**src/design/oms_pkg.sv**
```systemverilog
// Constants, register map and mode codes for the oscillator mode select block.
// Assumes a 50 MHz core clock and a 32-bit APB register port.
// Functional notes
// RULE1: External clock modes run with no start-up wait
// RULE2: External divided mode drives clock/4 on output pin
// RULE3: External gpio mode frees output pin as bit 6
// RULE4: RC divided mode drives clock/4 on output pin
// RULE5: RC gpio mode frees output pin as bit 6
// RULE6: Fast source 8 MHz, postscaler 125 kHz-4 MHz
// RULE7: Fast source enabled for selections 125 kHz-8 MHz
// RULE8: Slow source on for internal mode or features
// RULE9: Select output from fast, slow or postscaler taps
// RULE10: Internal divided mode: clock/4 out, input pin gpio
// RULE11: Internal dual gpio mode: both pins are gpio
// RULE12: Calibrated fast source shifts slow source rate
// RULE13: Trim slews gradually, no completion flag
// RULE14: Trim steps uneven and not monotonic
// RULE15: Trim field is signed six bit code
// RULE16: Trim upper bits read zero, reset zero
// RULE17: Mode taken from four-bit config at reset
// RULE18: Frequency select decode, default 110 is 4 MHz
// RULE19: Pin roles change only from reset-latched mode
package oms_pkg;
    localparam int unsigned CORE_HZ     = 50_000_000;
    localparam int unsigned CLK_NS      = 20;
    localparam int unsigned FAST_HZ     = 8_000_000;
    localparam int unsigned SLOW_NOM_HZ = 31_250;
    localparam int unsigned SLOW_HZ     = 31_000;
    localparam int unsigned NCO_W       = 32;
    localparam logic [NCO_W-1:0] FAST_INC = NCO_W'((64'(FAST_HZ) << NCO_W) / 64'(CORE_HZ));
    localparam logic [NCO_W-1:0] SLOW_INC = NCO_W'((64'(SLOW_HZ) << NCO_W) / 64'(CORE_HZ));
    localparam int unsigned TRIM_SHIFT    = 7;
    localparam int unsigned TRIM_SLEW_NS  = 20_000;
    localparam int unsigned TRIM_SLEW_CYC = (TRIM_SLEW_NS + CLK_NS - 1) / CLK_NS;
    localparam int unsigned FOSC_HALF     = 2;

    localparam logic [7:0] OFS_TRIM = 8'h00;
    localparam logic [7:0] OFS_CTRL = 8'h04;
    localparam logic [7:0] OFS_FEAT = 8'h08;
    localparam logic [7:0] OFS_GPIO = 8'h0c;
    localparam logic [7:0] OFS_STAT = 8'h10;

    localparam int unsigned TRIM_W   = 6;
    localparam int unsigned IFS_LSB  = 4;
    localparam int unsigned IFS_W    = 3;
    localparam logic [2:0]  IFS_RST  = 3'h6;
    localparam logic [2:0]  IFS_SLOW = 3'h0;
    localparam logic [2:0]  IFS_FAST = 3'h7;
    localparam int unsigned PS_W     = 6;
    localparam int unsigned FEAT_W   = 4;
    localparam int unsigned OUT_BIT  = 6;
    localparam int unsigned IN_BIT   = 7;
    localparam int unsigned OE_LSB   = 14;
    localparam int unsigned RDP_LSB  = 22;
    localparam int unsigned ST_FAST  = 4;
    localparam int unsigned ST_SLOW  = 5;

    typedef enum logic [3:0] {
        low_power_xtal_mode                   = 4'h0,
        std_xtal_mode                         = 4'h1,
        high_speed_xtal_mode                  = 4'h2,
        resistor_capacitor_with_div_out_mode  = 4'h3,
        ext_clock_with_div_out_mode           = 4'h4,
        ext_clock_pin_gpio_mode               = 4'h5,
        high_speed_pll_mode                   = 4'h6,
        resistor_capacitor_pin_gpio_mode      = 4'h7,
        internal_osc_dual_gpio_mode           = 4'h8,
        internal_osc_div_out_mode             = 4'h9
    } oms_mode_t;
endpackage

```
**src/design/oms_mode_select.sv**
```systemverilog
// Oscillator mode select: system clock tick source, pin roles and trim.
// Assumes an APB master on core_clk and a config strap stable at reset.
`timescale 1ns/100ps
`default_nettype none
module oms_mode_select #(
    parameter int unsigned ADDR_W   = 8,
    parameter int unsigned SLEW_CYC = oms_pkg::TRIM_SLEW_CYC
) (
    // Clock, reset, enable
    input  wire logic              core_clk,
    input  wire logic              reset_n,
    input  wire logic              clk_en,
    // Configuration strap
    input  wire logic [3:0]        osc_mode_config_field,
    // APB slave
    input  wire logic              psel,
    input  wire logic              penable,
    input  wire logic              pwrite,
    input  wire logic [ADDR_W-1:0] paddr,
    input  wire logic [31:0]       pwdata,
    output logic [31:0]            prdata,
    output logic                   pready,
    output logic                   pslverr,
    // Clock input pin
    input  wire logic              clock_in_pin_i,
    output logic                   clock_in_pin_o,
    output logic                   clock_in_pin_oe,
    // Clock output pin
    input  wire logic              clock_out_pin_i,
    output logic                   clock_out_pin_o,
    output logic                   clock_out_pin_oe,
    // Oscillator state
    output logic                   sys_clk_tick,
    output logic                   fast_osc_en,
    output logic                   slow_osc_en
);
    if (ADDR_W < 5 || SLEW_CYC < 1) begin : g_bad_param
        $error("oms_mode_select: bad parameter");
    end

    localparam int unsigned SC_W = $clog2(SLEW_CYC + 1);
    localparam logic [SC_W-1:0] SLEW_LAST = SC_W'(SLEW_CYC - 1);

    // Synchronised pins: [1] is clock_out pin, [0] is clock_in pin
    logic [1:0] pin_s;
    logic       clk_in_prev_q;
    logic       clk_in_rise;
    oms_sync #(.W(2)) u_pin_sync (
        .core_clk (core_clk),
        .reset_n  (reset_n),
        .clk_en   (clk_en),
        .async_in ({clock_out_pin_i, clock_in_pin_i}),
        .sync_out (pin_s)
    );

    // Registers
    oms_pkg::oms_mode_t mode_q, mode_d;
    logic                        cfg_done_q, cfg_done_d;
    logic [oms_pkg::TRIM_W-1:0]  trim_q, trim_d;
    logic [oms_pkg::TRIM_W-1:0]  cur_q, cur_d;
    logic [SC_W-1:0]             slew_q, slew_d;
    logic [oms_pkg::IFS_W-1:0]   ifs_q, ifs_d;
    logic [oms_pkg::FEAT_W-1:0]  feat_q, feat_d;
    logic [1:0]                  gout_q, gout_d;
    logic [1:0]                  goe_q, goe_d;
    logic [31:0]                 rd_q, rd_d;
    logic [oms_pkg::PS_W-1:0]    ps_q, ps_d;
    logic                        div_q, div_d;
    logic                        fosc4_q, fosc4_d;
    logic                        tick_q, tick_d;
    logic                        fen_q, fen_d;
    logic                        sen_q, sen_d;
    logic [1:0]                  po_q, po_d;
    logic [1:0]                  poe_q, poe_d;
    logic                        prev_d;

    logic [7:0] addr;
    logic       wr_en;
    logic       setup;
    logic       mapped;
    logic       fast_tick;
    logic       slow_tick;
    logic       internal_mode;
    logic       ext_pin_mode;
    logic [oms_pkg::PS_W-1:0] ps_mask;
    logic [oms_pkg::NCO_W-1:0] fast_incr;
    logic [oms_pkg::NCO_W-1:0] slow_incr;

    // RULE14: uneven trim steps
    // Uneven, non-monotonic step size per trim code
    function automatic logic [31:0] trim_incr(input logic [31:0] base, input logic [5:0] code);
        logic signed [39:0] step;
        logic signed [39:0] d;
        step = $signed({8'h00, base >> oms_pkg::TRIM_SHIFT});
        d    = $signed({{34{code[5]}}, code}) * step;
        if (code[0]) begin
            d = d - step - (step >>> 1);
        end
        return 32'($signed({8'h00, base}) + d);
    endfunction

    always_comb begin
        addr          = 8'(paddr);
        setup         = psel && !penable;
        wr_en         = clk_en && psel && penable && pwrite;
        mapped        = addr == oms_pkg::OFS_TRIM || addr == oms_pkg::OFS_CTRL ||
                        addr == oms_pkg::OFS_FEAT || addr == oms_pkg::OFS_GPIO ||
                        addr == oms_pkg::OFS_STAT;
        pready        = 1'b1;
        pslverr       = psel && penable && !mapped;
        internal_mode = mode_q == oms_pkg::internal_osc_div_out_mode ||
                        mode_q == oms_pkg::internal_osc_dual_gpio_mode;
        ext_pin_mode  = !internal_mode;
        ps_mask       = oms_pkg::PS_W'((7'h01 << (3'h7 - ifs_q)) - 7'h01);
        clk_in_rise   = pin_s[0] && !clk_in_prev_q;
        // RULE12: slow rate shifted
        // RULE13: current trim drives both
        fast_incr     = trim_incr(oms_pkg::FAST_INC, cur_q);
        slow_incr     = trim_incr(oms_pkg::SLOW_INC, cur_q);
    end

    // RULE6: fast 8 MHz source
    oms_nco #(.W(oms_pkg::NCO_W)) u_fast (
        .core_clk (core_clk),
        .reset_n  (reset_n),
        .clk_en   (clk_en),
        .run      (fen_q),
        .incr     (fast_incr),
        .tick     (fast_tick)
    );

    // RULE12: slow source off nominal
    oms_nco #(.W(oms_pkg::NCO_W)) u_slow (
        .core_clk (core_clk),
        .reset_n  (reset_n),
        .clk_en   (clk_en),
        .run      (sen_q),
        .incr     (slow_incr),
        .tick     (slow_tick)
    );

    // Configuration, registers and trim slew
    always_comb begin
        mode_d     = mode_q;
        cfg_done_d = cfg_done_q;
        trim_d     = trim_q;
        cur_d      = cur_q;
        slew_d     = slew_q;
        ifs_d      = ifs_q;
        feat_d     = feat_q;
        gout_d     = gout_q;
        goe_d      = goe_q;
        rd_d       = rd_q;
        // RULE17: strap caught after release
        // RULE19: pin roles fixed at reset
        if (clk_en && !cfg_done_q) begin
            cfg_done_d = 1'b1;
            case (osc_mode_config_field)
                4'h0: mode_d = oms_pkg::low_power_xtal_mode;
                4'h1: mode_d = oms_pkg::std_xtal_mode;
                4'h2: mode_d = oms_pkg::high_speed_xtal_mode;
                4'h3: mode_d = oms_pkg::resistor_capacitor_with_div_out_mode;
                4'h4: mode_d = oms_pkg::ext_clock_with_div_out_mode;
                4'h5: mode_d = oms_pkg::ext_clock_pin_gpio_mode;
                4'h6: mode_d = oms_pkg::high_speed_pll_mode;
                4'h7: mode_d = oms_pkg::resistor_capacitor_pin_gpio_mode;
                4'h8: mode_d = oms_pkg::internal_osc_dual_gpio_mode;
                4'h9: mode_d = oms_pkg::internal_osc_div_out_mode;
                default: mode_d = oms_pkg::ext_clock_with_div_out_mode;
            endcase
        end
        if (wr_en) begin
            case (addr)
                // RULE15: signed trim code stored
                oms_pkg::OFS_TRIM: trim_d = pwdata[oms_pkg::TRIM_W-1:0];
                oms_pkg::OFS_CTRL: ifs_d  = pwdata[oms_pkg::IFS_LSB +: oms_pkg::IFS_W];
                oms_pkg::OFS_FEAT: feat_d = pwdata[oms_pkg::FEAT_W-1:0];
                oms_pkg::OFS_GPIO: begin
                    gout_d = pwdata[oms_pkg::OUT_BIT +: 2];
                    goe_d  = pwdata[oms_pkg::OE_LSB +: 2];
                end
                default: ;
            endcase
        end
        // RULE13: gradual shift toward setting
        if (clk_en) begin
            if (cur_q == trim_q) begin
                slew_d = '0;
            end else if (slew_q == SLEW_LAST) begin
                slew_d = '0;
                if ($signed(cur_q) < $signed(trim_q)) begin
                    cur_d = cur_q + 6'h01;
                end else begin
                    cur_d = cur_q - 6'h01;
                end
            end else begin
                slew_d = slew_q + SC_W'(1);
            end
        end
        if (clk_en && setup) begin
            rd_d = 32'h0;
            case (addr)
                // RULE16: upper trim bits read zero
                oms_pkg::OFS_TRIM: rd_d[oms_pkg::TRIM_W-1:0] = trim_q;
                oms_pkg::OFS_CTRL: rd_d[oms_pkg::IFS_LSB +: oms_pkg::IFS_W] = ifs_q;
                oms_pkg::OFS_FEAT: rd_d[oms_pkg::FEAT_W-1:0] = feat_q;
                oms_pkg::OFS_GPIO: begin
                    rd_d[oms_pkg::OUT_BIT +: 2] = gout_q;
                    rd_d[oms_pkg::OE_LSB +: 2]  = goe_q;
                    rd_d[oms_pkg::RDP_LSB]      = pin_s[1];
                    rd_d[oms_pkg::RDP_LSB + 1]  = pin_s[0];
                end
                oms_pkg::OFS_STAT: begin
                    rd_d[3:0]              = mode_q;
                    rd_d[oms_pkg::ST_FAST] = fen_q;
                    rd_d[oms_pkg::ST_SLOW] = sen_q;
                end
                default: ;
            endcase
        end
    end

    // Clock source, dividers and pins
    always_comb begin
        ps_d    = ps_q;
        div_d   = div_q;
        fosc4_d = fosc4_q;
        tick_d  = 1'b0;
        fen_d   = fen_q;
        sen_d   = sen_q;
        po_d    = po_q;
        poe_d   = poe_q;
        prev_d  = clk_in_prev_q;
        if (clk_en) begin
            prev_d = pin_s[0];
            // RULE7: fast enable by selection
            fen_d  = ifs_q != oms_pkg::IFS_SLOW;
            // RULE8: slow enable conditions
            sen_d  = (cfg_done_q && internal_mode) || (feat_q != '0);
            if (fast_tick) begin
                ps_d = ps_q + oms_pkg::PS_W'(1);
            end
            if (!cfg_done_q) begin
                tick_d = 1'b0;
            end else if (ext_pin_mode) begin
                // RULE1: no start-up wait
                tick_d = clk_in_rise;
            end else begin
                // RULE9: tap selection
                // RULE18: select decode
                case (ifs_q)
                    oms_pkg::IFS_SLOW: tick_d = slow_tick;
                    oms_pkg::IFS_FAST: tick_d = fast_tick;
                    default:           tick_d = fast_tick && ((ps_q & ps_mask) == ps_mask);
                endcase
            end
            if (tick_q) begin
                div_d = !div_q;
                if (div_q == 1'(oms_pkg::FOSC_HALF - 1)) begin
                    fosc4_d = !fosc4_q;
                end
            end
            po_d  = '0;
            poe_d = '0;
            if (cfg_done_q) begin
                case (mode_q)
                    // RULE2: external clock/4 out
                    // RULE4: RC clock/4 out
                    oms_pkg::ext_clock_with_div_out_mode,
                    oms_pkg::resistor_capacitor_with_div_out_mode: begin
                        po_d[1]  = fosc4_q;
                        poe_d[1] = 1'b1;
                    end
                    // RULE3: external gpio on bit 6
                    // RULE5: RC gpio on bit 6
                    oms_pkg::ext_clock_pin_gpio_mode,
                    oms_pkg::resistor_capacitor_pin_gpio_mode: begin
                        po_d[1]  = gout_q[0];
                        poe_d[1] = goe_q[0];
                    end
                    // RULE10: clock/4 out, bit 7 gpio
                    oms_pkg::internal_osc_div_out_mode: begin
                        po_d  = {fosc4_q, gout_q[1]};
                        poe_d = {1'b1, goe_q[1]};
                    end
                    // RULE11: both pins gpio
                    oms_pkg::internal_osc_dual_gpio_mode: begin
                        po_d  = {gout_q[0], gout_q[1]};
                        poe_d = {goe_q[0], goe_q[1]};
                    end
                    default: ;
                endcase
            end
        end
    end

    always_ff @(posedge core_clk or negedge reset_n) begin
        if (!reset_n) begin
            mode_q        <= oms_pkg::ext_clock_with_div_out_mode;
            cfg_done_q    <= 1'b0;
            trim_q        <= '0;
            cur_q         <= '0;
            slew_q        <= '0;
            ifs_q         <= oms_pkg::IFS_RST;
            feat_q        <= '0;
            gout_q        <= '0;
            goe_q         <= '0;
            rd_q          <= '0;
            ps_q          <= '0;
            div_q         <= 1'b0;
            fosc4_q       <= 1'b0;
            tick_q        <= 1'b0;
            fen_q         <= 1'b0;
            sen_q         <= 1'b0;
            po_q          <= '0;
            poe_q         <= '0;
            clk_in_prev_q <= 1'b0;
        end else begin
            mode_q        <= mode_d;
            cfg_done_q    <= cfg_done_d;
            trim_q        <= trim_d;
            cur_q         <= cur_d;
            slew_q        <= slew_d;
            ifs_q         <= ifs_d;
            feat_q        <= feat_d;
            gout_q        <= gout_d;
            goe_q         <= goe_d;
            rd_q          <= rd_d;
            ps_q          <= ps_d;
            div_q         <= div_d;
            fosc4_q       <= fosc4_d;
            tick_q        <= tick_d;
            fen_q         <= fen_d;
            sen_q         <= sen_d;
            po_q          <= po_d;
            poe_q         <= poe_d;
            clk_in_prev_q <= prev_d;
        end
    end

    always_comb begin
        prdata           = rd_q;
        sys_clk_tick     = tick_q;
        fast_osc_en      = fen_q;
        slow_osc_en      = sen_q;
        clock_out_pin_o  = po_q[1];
        clock_out_pin_oe = poe_q[1];
        clock_in_pin_o   = po_q[0];
        clock_in_pin_oe  = poe_q[0];
    end
endmodule
`default_nettype wire

```
**src/design/oms_nco.sv**
```systemverilog
// Phase accumulator that models one on-chip oscillator as a tick stream.
// Assumes incr is a fraction of the core clock scaled by 2**W.
`timescale 1ns/100ps
`default_nettype none
module oms_nco #(
    parameter int unsigned W = 32
) (
    // Clock and reset
    input  wire logic         core_clk,
    input  wire logic         reset_n,
    input  wire logic         clk_en,
    // Control
    input  wire logic         run,
    input  wire logic [W-1:0] incr,
    // Output
    output logic              tick
);
    logic [W-1:0] acc_q;
    logic [W-1:0] acc_d;
    logic         tick_d;

    always_comb begin
        acc_d  = acc_q;
        tick_d = 1'b0;
        if (clk_en && run) begin
            {tick_d, acc_d} = {1'b0, acc_q} + {1'b0, incr};
        end else if (clk_en) begin
            acc_d = '0;
        end else begin
            tick_d = tick;
        end
    end

    always_ff @(posedge core_clk or negedge reset_n) begin
        if (!reset_n) begin
            acc_q <= '0;
            tick  <= 1'b0;
        end else begin
            acc_q <= acc_d;
            tick  <= tick_d;
        end
    end
endmodule
`default_nettype wire

```
**src/design/oms_sync.sv**
```systemverilog
// Two-flop synchroniser for pin inputs.
// Assumes the pins are asynchronous to core_clk.
`timescale 1ns/100ps
`default_nettype none
module oms_sync #(
    parameter int unsigned W = 1
) (
    // Clock and reset
    input  wire logic         core_clk,
    input  wire logic         reset_n,
    input  wire logic         clk_en,
    // Data
    input  wire logic [W-1:0] async_in,
    output logic      [W-1:0] sync_out
);
    logic [W-1:0] meta_q;
    logic [W-1:0] meta_d;
    logic [W-1:0] sync_d;

    always_comb begin
        meta_d = clk_en ? async_in : meta_q;
        sync_d = clk_en ? meta_q : sync_out;
    end

    always_ff @(posedge core_clk or negedge reset_n) begin
        if (!reset_n) begin
            meta_q   <= '0;
            sync_out <= '0;
        end else begin
            meta_q   <= meta_d;
            sync_out <= sync_d;
        end
    end
endmodule
`default_nettype wire

```
**config.mk**
```make
export PLATFORM = sky130hd
export DESIGN_NAME = oms_mode_select
export DESIGN_NICKNAME = d
export VERILOG_FILES = /design/src/design/oms_pkg.sv /design/src/design/oms_mode_select.sv /design/src/design/oms_nco.sv /design/src/design/oms_sync.sv
export SDC_FILE = /design/constraint.sdc
export NUM_CORES = 1
export LEC_CHECK = 0
export BUFFER_PORTS_ARGS = -buffer_cell sky130_fd_sc_hd__buf_2
export CELL_PAD_IN_SITES_DETAIL_PLACEMENT = 1
export CELL_PAD_IN_SITES_GLOBAL_PLACEMENT = 2
export CORE_ASPECT_RATIO = 0.9
export CORE_MARGIN = 1
export CORE_UTILIZATION = 36
export CTS_CLUSTER_SIZE = 25
export DETAILED_ROUTE_END_ITERATION = 10
export GPL_TIMING_DRIVEN = 0
export PLACE_DENSITY = 0.75
export SYNTH_ARGS = -nofsm -noshare
export SYNTH_HDL_FRONTEND = slang
export SYNTH_SLANG_ARGS = --single-unit
```
**constraint.sdc**
```tcl
create_clock -name core_clk -period 7 [get_ports core_clk]
set_input_delay 1.4 -clock core_clk [delete_from_list [all_inputs] [get_ports core_clk]]
set_output_delay 1.4 -clock core_clk [all_outputs]
set_load 0.01 [all_outputs]
```
==> metrics.txt <==
status finished with violations; failing checks setup timing; CP endpoint kind flip-flop; CTS Buf Count 17; setup ws final -0.206 ns; Clk pwr share 39.1%; Die Width 218 µm; hold buffers post-CTS 0; non-filler cells, final 2395; r2r worst-path depth 29; r2r startpoint cur_q[4]; Sequential Power Share 35.5%; DR iter-0 viols 660; Critical Path Sink u_fast.acc_q[29]; Core ar. 41000 µm²; first-pass GRT wire length 73500 µm; placed inst area 16200 µm²; max-cap viol count 0; Pre-antenna DRT Iters 7; top cells by area, synth dfrtp_1, ha_1, xnor2_1; slowest stage delay, CP 0.57 ns; P_int 0.00180 W; WP data arrival 7.52 ns; fin crit share 103%; Final Skew 0.00939 ns; Yosys cell types 112; # fillers 4687; Clk pin slew, worst setup/hold paths 0.06 ns; die area 42800 µm²; number of synthesized flops with an enable pin 0; input/output buffers 47; Synth Cell Area 15100 µm²; Reg2Reg Setup Slack -0.21 ns; most common cell in the synthesized netlist ha_1; final setup fails 8; Hold Vio Cnt, Final 0; Combinational Power Share 25.3%; nature of the critical path startpoint flip-flop; Area growth, synth to finish 21.7%; switching part of the total power 30.9%; cell count after synthesis 1674; clk sinks 136; fraction of the yosys area taken by sequential cells 22.6%; root buf cell clkbuf_16; Clock Latency Late Sink 0.43 ns; starting density of the core 36.8%; Power per Cell Area 142 nW/µm²; Remaining DRCs 0; Worst R2R End u_fast.acc_q[29]; Psw 0.000805 W; Avg Cell Area, Syn 9.02 µm²; required time worst endpoint 7.32 ns; CP startpoint cur_q[4]; share of cells above drive strength 1 23.9%; hold slack 0.478 ns; Nets 2104; GPL Wtd Cong 0.829; Tmin final 7.21 ns; pre-CTS setup slack -1.38 ns; Hold Path Class flip-flop to flip-flop; cell at the slowest stage of the critical path fa_1; RSZ-0062 raised after global routing true; critical path fanouts, max 5; total wire length 45500 µm; worst setup path class flip-flop to flip-flop; Routed Antenna Nets 0; pin count of the biggest net entering global routing 93; H-tree depth 4; Synth async-reset ratio 100%; VDD IR max 0.000162 V; estimated wirelength of the detail-placed design 34500 µm; f_max 0.139 GHz; GRT Total Usage 21.6%; CTS tree yes; Final Util 44.8%; std cell rows 70; area leader, netlist dfrtp_1; vias 13060; vias in the first global route 13594; die height 196 µm; Static Leak 8.38 nW; Ys Warns 0; Final Max Tran Viols 0; initial antenna violation count 0; top cell type's share of synthesized area 22.0%; global-route congestion overflow total 0; pin slew with the least headroom to its limit 0.803 ns; prevailing post-synth register cell dfrtp_1; Via-to-Cell Ratio 5.45; max_slew headroom 46.5%; Final Instance Area 18400 µm²; placed cells 2281; # IOs 93; Ant. Diodes 0; Longest Clk Path Bufs 2; routed wire length per instance 19.0 µm; most instantiated cells after synthesis ha_1, dfrtp_1, a21oi_1, nand2_1, inv_1; post-synthesis register bit count 136
-- through the flow --
| stage | TNS (ns) | total power (W) |
|---|---|---|
| after floorplan | 0 | 0.00137 |
| after global placement | -18.69 | 0.00151 |
| after detailed placement | -20.90 | 0.00153 |
| after CTS | -0.435 | 0.00259 |
| after global routing | -4.43 | 0.00274 |
| final | -1.13 | 0.00260 |
-- area by class of cell --
class | count | area, µm² | area share, %
timing repair buffer | 130 | 910 | 4.95
multi-input combinational | 1379 | 11900 | 64.7
sequential | 136 | 3420 | 18.6
clock buffer | 17 | 425 | 2.31
tap | 540 | 676 | 3.68
clock inverter | 15 | 223 | 1.21
inverter | 105 | 407 | 2.21
buffer | 73 | 422 | 2.29
-- flip-flops by register name, indices dropped and copies added (netlist names), 2 cells and up --
register	cells
po_q	2
slew_q	10
u_pin_sync.meta_q	2
goe_q	2
ifs_q	3
trim_q	6
cur_q	6
mode_q	4
u_pin_sync.sync_out	2
u_slow.acc_q	32
poe_q	2
gout_q	2
u_fast.acc_q	32
ps_q	6
feat_q	4
prdata	12
-- cells by family (layout without fill, tap and decap cells) --
group	count (synthesis)	count (layout)	synth area share, %
buffers and inverters	178	340	5.37
DFF	136	136	22.6
adders and majority gates	210	210	18.6
xor gates and xnor gates	177	177	10.9
AOI/OAI and AO/OA	492	492	24.4
and+or+nand+nor	443	443	15.5
muxes	36	36	2.59
other	2	21	0.0497
-- critical path, delay by kind of cell (launching register included) --
family | cells | cell delay (ns)
fa+ha+maj | 6 | 2.42
compound gates | 10 | 1.58
simple gates | 6 | 1.57
flops | 1 | 0.48
buf+inv | 4 | 0.48
xor+xnor | 2 | 0.33
mux | 1 | 0.24
-- power groups by stage --
stage / Combinational [W] / Clock, W / Sequential (W)
after CTS: 0.000629 / 0.00104 / 0.000923
after global routing: 0.000737 / 0.00106 / 0.000935
after global placement: 0.000574 / 0 / 0.000932
after detailed placement: 0.000597 / 0 / 0.000934
final: 0.000659 / 0.00102 / 0.000924
after floorplan: 0.000456 / 0 / 0.000919
-- what timing repair did --
| item | in CTS | in global routing |
|---|---|---|
| resized for setup | 100 | 74 |
| setup endpoints to repair | 29 | 25 |
| pin swaps | 53 | 40 |
| buffers inserted | 55 | 27 |
-- metal layers --
| metal | wire length [µm] | track usage, % | vias up |
|---|---|---|---|
| met3 | 1220 | 1.91 | 43 |
| met1 | 22800 | 30.7 | 6430 |
| met5 | 0 | 0 | - |
| met2 | 20800 | 35.1 | 192 |
| met4 | 654 | 5.05 | 0 |
| li1 | - | - | 6395 |
-- worst min path at each step --
stage / startpoint / to / slack, ns / cells past startpoint
after global placement: prdata[1] / prdata[1] / 0.46 / 2
after CTS: div_q / div_q / 0.48 / 1
after floorplan: slew_q[9] / slew_q[9] / 0.44 / 1
after global routing: prdata[2] / prdata[2] / 0.50 / 2
after detailed placement: div_q / div_q / 0.47 / 1
final: prdata[6] / prdata[6] / 0.48 / 2
-- placed cells by master (no fill, tap or decap), types with 12 or more instances in the layout --
cell	n
clkbuf_1	37
a22o_1	36
ha_1	164
clkbuf_16	17
xor2_1	59
dfrtp_1	127
inv_1	97
nand3_1	42
a21oi_1	91
a21oi_2	22
nand2_1	101
o21ai_0	77
nor3_1	20
conb_1	21
nor2b_1	15
a21o_1	49
nor2_1	92
xnor2_1	88
fa_1	25
ha_4	13
o21ai_1	12
buf_2	50
and2_1	16
xnor2_2	18
mux2_2	25
buf_4	105
and3_1	20
nand2b_1	22
o2bb2ai_1	28
(Power assumes the default switching activity.)
